**config.mk**
```make
export PLATFORM = sky130hd
export DESIGN_NAME = config_mode_pin_decode
export DESIGN_NICKNAME = d
export VERILOG_FILES = /design/src/hdl/config_mode_pin_decode.v /design/src/hdl/tri_level_filter.v
export VERILOG_INCLUDE_DIRS = /design/src /design/src/hdl
export SDC_FILE = /design/constraint.sdc
export NUM_CORES = 1
export LEC_CHECK = 0
export BUFFER_PORTS_ARGS = -buffer_cell sky130_fd_sc_hd__buf_2
export CORE_MARGIN = 1
export CORE_UTILIZATION = 53
export CTS_CLUSTER_DIAMETER = 200
export CTS_CLUSTER_SIZE = 10
export DETAILED_ROUTE_END_ITERATION = 16
export GPL_TIMING_DRIVEN = 0
export PLACE_DENSITY = 0.88
export SLEW_MARGIN = 5
export SYNTH_ARGS = -nofsm -noshare
export SYNTH_HDL_FRONTEND = slang
export SYNTH_HIERARCHICAL = 1
export SYNTH_SLANG_ARGS = --single-unit
```
**constraint.sdc**
```tcl
create_clock -name sys_clk -period 1.3 [get_ports sys_clk]
set_input_delay 0.065 -clock sys_clk [delete_from_list [all_inputs] [get_ports sys_clk]]
set_output_delay 0.065 -clock sys_clk [all_outputs]
set_load 0.05 [all_outputs]
```
**src/hdl/config_mode_pin_regs.vh**
```
// Encodings and timing counts for the configuration pin decoder.
`ifndef CONFIG_MODE_PIN_REGS_VH
`define CONFIG_MODE_PIN_REGS_VH
// Three-level pin encodings as seen on the pin sense inputs.
`define TRI_LOW 2'h0
`define TRI_HIGH 2'h1
`define TRI_MID 2'h2
// Operating modes (one-hot).
`define MODE_HW 3'h1
`define MODE_PAR 3'h2
`define MODE_SER 3'h4
// Jitter attenuator position (one-hot, zero means disabled).
`define JA_OFF 2'h0
`define JA_TX 2'h1
`define JA_RX 2'h2
// Line code choice: substitution code or plain alternate mark inversion.
`define CODE_SUBST 1'h0
`define CODE_AMI 1'h1
// Host bus style: first family when pin high, second family when low.
`define BUS_STYLE_FIRST 1'h1
`define BUS_STYLE_SECOND 1'h0
// A level is accepted once it has been sampled this many times plus two in a row.
`define SETTLE_COUNT 4'h3
`endif

```
**src/hdl/config_mode_pin_decode.v**
```verilog
// Decodes the mode pin and the two shared configuration pins.
`timescale 1ns/1ps
`include "config_mode_pin_regs.vh"
module config_mode_pin_decode #(
  parameter [3:0] SETTLE = `SETTLE_COUNT
) (
  input wire sys_clk,
  input wire reset,
  input wire [1:0] mode_pin_level,
  input wire code_bus_pin,
  input wire [1:0] ja_cs_pin_level,
  input wire e1_select,
  input wire unipolar_select,
  input wire host_code_bit,
  input wire serial_access_req,
  input wire parallel_access_req,
  output wire [2:0] op_mode,
  output wire parallel_if_enable,
  output wire serial_if_enable,
  output wire line_code_select,
  output wire subst_hdb3,
  output wire subst_b8zs,
  output wire codec_active,
  output wire host_bus_style_select,
  output wire [1:0] jitter_atten_position_select,
  output wire chip_select_active,
  output wire serial_access_grant,
  output wire parallel_access_grant
);
  // ---------------------------------------------------------------
  // Pin level filtering
  // ---------------------------------------------------------------
  wire [1:0] mode_lvl;
  wire [1:0] jc_lvl;
  wire [1:0] cb_lvl;

  tri_level_filter #(.SETTLE(SETTLE), .INIT(`TRI_LOW)) mode_filt (
    .sys_clk(sys_clk),
    .reset(reset),
    .level_in(mode_pin_level),
    .level_out(mode_lvl)
  );

  tri_level_filter #(.SETTLE(SETTLE), .INIT(`TRI_MID)) jc_filt (
    .sys_clk(sys_clk),
    .reset(reset),
    .level_in(ja_cs_pin_level),
    .level_out(jc_lvl)
  );

  tri_level_filter #(.SETTLE(SETTLE), .INIT(`TRI_LOW)) cb_filt (
    .sys_clk(sys_clk),
    .reset(reset),
    .level_in({1'h0, code_bus_pin}),
    .level_out(cb_lvl)
  );

  // ---------------------------------------------------------------
  // Decode functions
  // ---------------------------------------------------------------
  function [2:0] mode_of;
    input [1:0] lvl;
    begin
      case (lvl)
        `TRI_LOW: mode_of = `MODE_HW;
        `TRI_HIGH: mode_of = `MODE_PAR;
        `TRI_MID: mode_of = `MODE_SER;
        default: mode_of = `MODE_HW;
      endcase
    end
  endfunction

  function [1:0] ja_of;
    input [1:0] lvl;
    begin
      case (lvl)
        `TRI_LOW: ja_of = `JA_TX;
        `TRI_HIGH: ja_of = `JA_RX;
        `TRI_MID: ja_of = `JA_OFF;
        default: ja_of = `JA_OFF;
      endcase
    end
  endfunction

  // Substitution enables as {hdb3, b8zs}; plain AMI or bipolar data uses neither.
  function [1:0] subst_of;
    input unipolar;
    input code;
    input e1;
    begin
      if (unipolar && (code == `CODE_SUBST)) begin
        subst_of = e1 ? 2'h2 : 2'h1;
      end else begin
        subst_of = 2'h0;
      end
    end
  endfunction

  // ---------------------------------------------------------------
  // Next-state decode
  // ---------------------------------------------------------------
  reg [2:0] mode_nxt;
  reg code_nxt;
  reg style_nxt;
  reg [1:0] ja_nxt;
  reg cs_nxt;
  reg hw_nxt;
  reg [1:0] subst_nxt;

  always @* begin
    mode_nxt = mode_of(mode_lvl);
    hw_nxt = (mode_nxt == `MODE_HW);
    code_nxt = `CODE_SUBST;
    style_nxt = `BUS_STYLE_SECOND;
    ja_nxt = `JA_OFF;
    cs_nxt = 1'h0;
    if (hw_nxt) begin
      // Chip select and bus style are ignored here.
      code_nxt = cb_lvl[0] ? `CODE_AMI : `CODE_SUBST;
      ja_nxt = ja_of(jc_lvl);
    end else begin
      // In host mode the host bit picks the line code.
      code_nxt = host_code_bit;
      style_nxt = cb_lvl[0] ? `BUS_STYLE_FIRST : `BUS_STYLE_SECOND;
      // A floating select pin does not count as asserted.
      cs_nxt = (jc_lvl == `TRI_LOW);
    end
    subst_nxt = subst_of(unipolar_select, code_nxt, e1_select);
  end

  // ---------------------------------------------------------------
  // Operating mode registers
  // ---------------------------------------------------------------
  reg [2:0] op_mode_r;
  reg parallel_if_enable_r;
  reg serial_if_enable_r;

  always @(posedge sys_clk) begin
    if (reset) begin
      op_mode_r <= `MODE_HW;
      parallel_if_enable_r <= 1'h0;
      serial_if_enable_r <= 1'h0;
    end else begin
      op_mode_r <= mode_nxt;
      parallel_if_enable_r <= (mode_nxt == `MODE_PAR);
      serial_if_enable_r <= (mode_nxt == `MODE_SER);
    end
  end

  // ---------------------------------------------------------------
  // Line code registers
  // ---------------------------------------------------------------
  reg line_code_select_r;
  reg codec_active_r;
  reg subst_hdb3_r;
  reg subst_b8zs_r;

  always @(posedge sys_clk) begin
    if (reset) begin
      line_code_select_r <= `CODE_SUBST;
      codec_active_r <= 1'h0;
      subst_hdb3_r <= 1'h0;
      subst_b8zs_r <= 1'h0;
    end else begin
      line_code_select_r <= code_nxt;
      // The codec only acts on unipolar data.
      codec_active_r <= unipolar_select;
      subst_hdb3_r <= subst_nxt[1];
      subst_b8zs_r <= subst_nxt[0];
    end
  end

  // ---------------------------------------------------------------
  // Host interface and jitter attenuator registers
  // ---------------------------------------------------------------
  reg host_bus_style_select_r;
  reg [1:0] jitter_atten_position_select_r;
  reg chip_select_active_r;

  always @(posedge sys_clk) begin
    if (reset) begin
      host_bus_style_select_r <= `BUS_STYLE_SECOND;
      jitter_atten_position_select_r <= `JA_OFF;
      chip_select_active_r <= 1'h0;
    end else begin
      host_bus_style_select_r <= style_nxt;
      jitter_atten_position_select_r <= ja_nxt;
      chip_select_active_r <= cs_nxt;
    end
  end

  // ---------------------------------------------------------------
  // Outputs
  // ---------------------------------------------------------------
  assign op_mode = op_mode_r;
  assign parallel_if_enable = parallel_if_enable_r;
  assign serial_if_enable = serial_if_enable_r;
  assign line_code_select = line_code_select_r;
  assign subst_hdb3 = subst_hdb3_r;
  assign subst_b8zs = subst_b8zs_r;
  assign codec_active = codec_active_r;
  assign host_bus_style_select = host_bus_style_select_r;
  assign jitter_atten_position_select = jitter_atten_position_select_r;
  assign chip_select_active = chip_select_active_r;

  // Accesses pass only while selected and in the matching host mode.
  assign serial_access_grant = serial_access_req & chip_select_active_r &
                               serial_if_enable_r;
  assign parallel_access_grant = parallel_access_req & chip_select_active_r &
                                 parallel_if_enable_r;
endmodule // config_mode_pin_decode

```
**src/hdl/tri_level_filter.v**
```verilog
// Debounce filter that accepts a two-bit pin level after it stays stable.
`timescale 1ns/1ps
`include "config_mode_pin_regs.vh"
module tri_level_filter #(
  parameter [3:0] SETTLE = `SETTLE_COUNT,
  parameter [1:0] INIT = `TRI_LOW
) (
  input wire sys_clk,
  input wire reset,
  input wire [1:0] level_in,
  output wire [1:0] level_out
);
  reg [1:0] last_r;
  reg [3:0] count_r;
  reg [1:0] level_r;

  always @(posedge sys_clk) begin
    if (reset) begin
      last_r <= INIT;
      count_r <= 4'h0;
      level_r <= INIT;
    end else if (level_in != last_r) begin
      last_r <= level_in;
      count_r <= 4'h0;
    end else if (count_r < SETTLE) begin
      count_r <= count_r + 4'h1;
    end else begin
      level_r <= last_r;
    end
  end

  assign level_out = level_r;
endmodule // tri_level_filter

```
# Word level (Yosys, flattened, before mapping)
# Cells that the tools add are included.
[word_totals]
out_inout_bits = 15
in_bits = 12
reg_bits = 35
[op_classes]
n_reduce_logical = 11
muxes = 5
n_addsub = 3
n_bitwise = 13
n_eq_ne = 9
order_cmp = 3
[op_table]
columns = ["cell", "n"]
rows = [
  ["adder 4 x 1 -> 4 bit (second input constant)", 3],
  ["< comparator 4 x 2 -> 1 bit (second input constant)", 3],
  ["OR reduction 2 bit", 6],
  ["NOT 1 bit", 9],
  ["one-hot mux 3 bit (2 select lines)", 1],
  ["AND reduction 2 bit", 3],
  ["AND 1 bit", 4],
  ["equality test 2 x 1 -> 1 bit (second input constant)", 2],
  ["!= test 2 bit", 2],
  ["one-hot mux 2 bit (2 select lines)", 1],
  ["equality test 3 x 1 -> 1 bit (second input constant)", 1],
  ["equality test 3 x 2 -> 1 bit (second input constant)", 1],
  ["equality test 3 bit (second input constant)", 1],
  ["equality test 2 bit (second input constant)", 1],
  ["zero test 2 bit", 1],
  ["two-way mux 1 bit", 2],
  ["two-way mux 2 bit", 1],
  ["logical AND 1 bit", 1],
  ["!= test 1 bit", 1],
]

# Longest topological paths before layout
[depth]
ltp_word = 8
depth_mapped = 4
depth_no_buf = 4

# Modules after synthesis
# Netlist, hierarchy kept.
[by_module_without_submodules]
columns = ["mod", "seq_area_each_um2", "cells_each", "n_inst", "area_per_inst_um2"]
rows = [
  ["tri_level_filter (cb_filt ...)", 160.2, 28, 2, 329.1],
  ["config_mode_pin_decode", 220.2, 34, 1, 379.1],
  ["tri_level_filter (jc_filt)", 160.2, 28, 1, 322.8],
]

# Worst setup path after synthesis
# No wires, ideal clock.
[synth_path]
path_type = "flip-flop to output port"
from = "register chip_select_active_r (netlist: chip_select_active)"
to = "output parallel_access_grant"
path_stages_with_launch = 2
arrival_time_ns = 1.162
path_buffers = 0
path_slack_ns = 0.073
cell_sequence = "dfxtp_1 and3_1"
[synth_between]
elab_chain_len = 2
[synth_lines]
columns = ["element", "line", "rtl"]
rows = [
  ["from (decl)", "config_mode_pin_decode.v:178", "reg chip_select_active_r;"],
  ["from (signal assigned)", "config_mode_pin_decode.v:188", "chip_select_active_r <= cs_nxt;"],
  ["AND 1 bit (2 in series)", "config_mode_pin_decode.v:209", "assign parallel_access_grant = parallel_access_req & chip_select_active_r &"],
  ["to (decl)", "config_mode_pin_decode.v:28", "output wire parallel_access_grant"],
]
# Every way passes these cells.

# Worst setup path after layout
[layout_path]
from = "register mode_filt.level_r[0] (netlist: mode_filt/level_out[0])"
to = "register subst_hdb3_r (netlist: subst_hdb3)"
[layout_between]
elab_chain_len = 8
word_cells_on_any_way = 9
classes_between = "eq/ne: 3; mux: 2; bitwise: 2; reduce/logical: 2"
[layout_lines]
columns = ["element", "line", "rtl"]
rows = [
  ["from (decl)", "tri_level_filter.v:15", "reg [1:0] level_r;"],
  ["from (signal assigned)", "tri_level_filter.v:28", "level_r <= last_r;"],
  ["equality test 2 bit / equality test 2 x 1 -> 1 bit (equally long branches)", "config_mode_pin_decode.v:64", "case (lvl)"],
  ["one-hot mux 3 bit (2 select lines) *", "config_mode_pin_decode.v:64", ""],
  ["net mode_nxt[0]", "config_mode_pin_decode.v:102", "reg [2:0] mode_nxt;"],
  ["equality test 3 x 1 -> 1 bit (no source line) *", "n/a", ""],
  ["two-way mux 1 bit *", "config_mode_pin_decode.v:117", "if (hw_nxt) begin"],
  ["NOT 1 bit (no source line) *", "n/a", ""],
  ["logical AND 1 bit *", "config_mode_pin_decode.v:91", "if (unipolar && (code == `CODE_SUBST)) begin"],
  ["NOT 1 bit (no source line) *", "n/a", ""],
  ["OR reduction 2 bit (no source line) *", "n/a", ""],
  ["to (signal assigned)", "config_mode_pin_decode.v:168", "subst_hdb3_r <= subst_nxt[1];"],
  ["to (decl)", "config_mode_pin_decode.v:155", "reg subst_hdb3_r;"],
]
# Mark *: on every way through the listed nets, which the timed path passes. The rest lies on a longest branch.
# A chain may end at the register's enable or synchronous reset.

==> results.json <==
{
  "detail_route.first_pass.iterations": 3,
  "tritoncts_clock_tree": "built",
  "start_kind": "register",
  "report.final.hold_viol_count": 0,
  "min_period_ns": 1.25,
  "std_cell_rows": 17,
  "core_sq_um": 2280,
  "ir_drop_uv": 993,
  "whs_ns": 0.0212,
  "worst-endpoint-required_ns": 1.57,
  "worstSetupPathType": "register to register",
  "routabilityCongestion": 0.670,
  "max_freq_mhz": 799,
  "worst_skew_pair.late_latency_ns": 0.32,
  "worst-endpoint-arrival_ns": 1.52,
  "cts.clk_slew.worst_paths_ns": 0.09,
  "numPortBuffers": 26,
  "initial_cell_density_of_the_core_pct": 57.8,
  "worstSetupStartpoint": "mode_filt/level_out[0]",
  "hp-start": "host_code_bit",
  "p_leak_nw": 0.739,
  "grt.met3_usage_pct": 6.14,
  "grt_start_max_net_pins": 28,
  "cts.repair_timing.setup_buffer_count": 0,
  "cell_area_synth_sq_um": 1320,
  "grt_setup_unrepaired": "false",
  "cts_buffers": 5,
  "grt_util_met1_pct": 19.7,
  "grt_pass1_wl_um": 3700,
  "busiest_layer": "met2",
  "clk_path_buf_depth": 2,
  "detailedPlacementHpwl_um": 1520,
  "use_met2_pct": 36.8,
  "yosys_warnings": 6,
  "dr.first_iter.drc_count": 3,
  "finalNetCount": 172,
  "timing_max_transition_violations_final": 0,
  "post_drt_wl_per_cell_um": 12.2,
  "critical_path_capture_point_type": "register",
  "placed_area_sq_um": 1490,
  "h-tree-depth": 2,
  "worstPathMaxFanout": 5,
  "maxCapViolations": 0,
  "run_status": "completed",
  "ant_diodes": 0,
  "min-delay-path-class": "primary input to register",
  "share_of_the_clock_period_used_by_the_worst_path_pct": 96.3,
  "syn-instance-count": 114,
  "dieWidth_um": 51.8,
  "grt_antenna_before_repair": 0,
  "drtAntennaViolNets": 0,
  "die-area_sq_um": 2690,
  "final.setup_skew_ns": 0.00581,
  "tritoncts_num_sinks": 34,
  "globalRoute.totalOverflow": 0,
  "top_level_ports": 27,
  "global_route.usage.total_pct": 20.0,
  "most-common-layout-cells": "dfxtp_1 (34), buf_2 (26), nor2b_1 (9), xor2_1 (9), and2_1 (9)",
  "power_density_nw_per_um2": 1090,
  "setup_viol": 0,
  "vias_per_cell": 4.70,
  "tns_ns": 0,
  "layout.cell_area.non_filler_sq_um": 1630,
  "root_buffer": "clkbuf_4",
  "layout.cells.most_common": "dfxtp_1",
  "grt_pass1_vias": 863,
  "drc": 0,
  "vias": 855,
  "layout-area-overhead-vs-synth_pct": 24.0,
  "final_layout_size_suffix_gt1_share_pct": 31.2,
  "dieHeight_um": 51.8,
  "syn_avg_cell_area_sq_um": 11.5,
  "rr_startpoint": "mode_filt/level_out[0]",
  "postRouteWirelength_um": 2220
}
## layer usage
metal	share of wire (%)	up-vias
li1	-	450
met1	41	373
met2	52	27
met3	5.1	5
met4	1.8	0
met5	0	-
## final timing paths
kind                                end  slack [ns]  depth (start not counted)
setup / recovery             subst_hdb3        0.05                          4
setup reg to reg             subst_hdb3        0.05                          4
hold reg to reg   host_bus_style_select        0.48                          2
hold / removal         line_code_select        0.02                          3
## through the flow
step | instances | util, % | power, mW | setup slack (ns)
2_1_floorplan | 115 | - | 1.18 | 0.0734
4_1_cts | 182 | 71.3 | 1.79 | 0.0643
5_1_grt | 182 | 71.7 | 1.86 | 0.0171
6_report | 182 | 71.7 | 1.77 | 0.0477
3_3_place_gp | 169 | 65.3 | 1.21 | 0.0611
3_5_place_dp | 169 | 65.3 | 1.22 | 0.00234
## final cells by class
type,count,area [sq um]
Buffer,2,15.0
Inverter,3,11.3
Fill cell,160,644
Clock buffer,6,51.3
Tap cell,28,35.0
Timing Repair Buffer,33,200
Multi-Input combinational cell,76,638
Sequential cell,34,681
## report_power, final
group | internal (mW) | switching (mW)
registers | 1.06 | 0.0132
logic | 0.0659 | 0.0753
clock network | 0.244 | 0.311
## worst max-delay path, cell delays in order (launching register included)
cell and delay [ns]:
dfxtp_1 0.36, inv_1 0.09, ha_4 0.31, mux2i_4 0.24
and3_1 0.19
## state kept, by name, summed over array words and instances (netlist names)
signal	flops
jc_filt/level_out	2
codec_active	1
line_code_select	1
subst_hdb3	1
cb_filt/level_out	1
cb_filt/last_r	2
subst_b8zs	1
mode_filt/level_out	2
cb_filt/count_r	4
op_mode	3
chip_select_active	1
host_bus_style_select	1
mode_filt/count_r	4
jitter_atten_position_select	2
mode_filt/last_r	2
jc_filt/count_r	4
jc_filt/last_r	2
## repair_timing
item	CTS	global route
resized for setup	2	1
pin swaps	0	0
gates cloned	0	0
endpoints found under the setup margin	2	1
hold buffers	7	0
hold endpoints to repair	7	0
No activity file was read; power rests on OpenSTA's default activity.
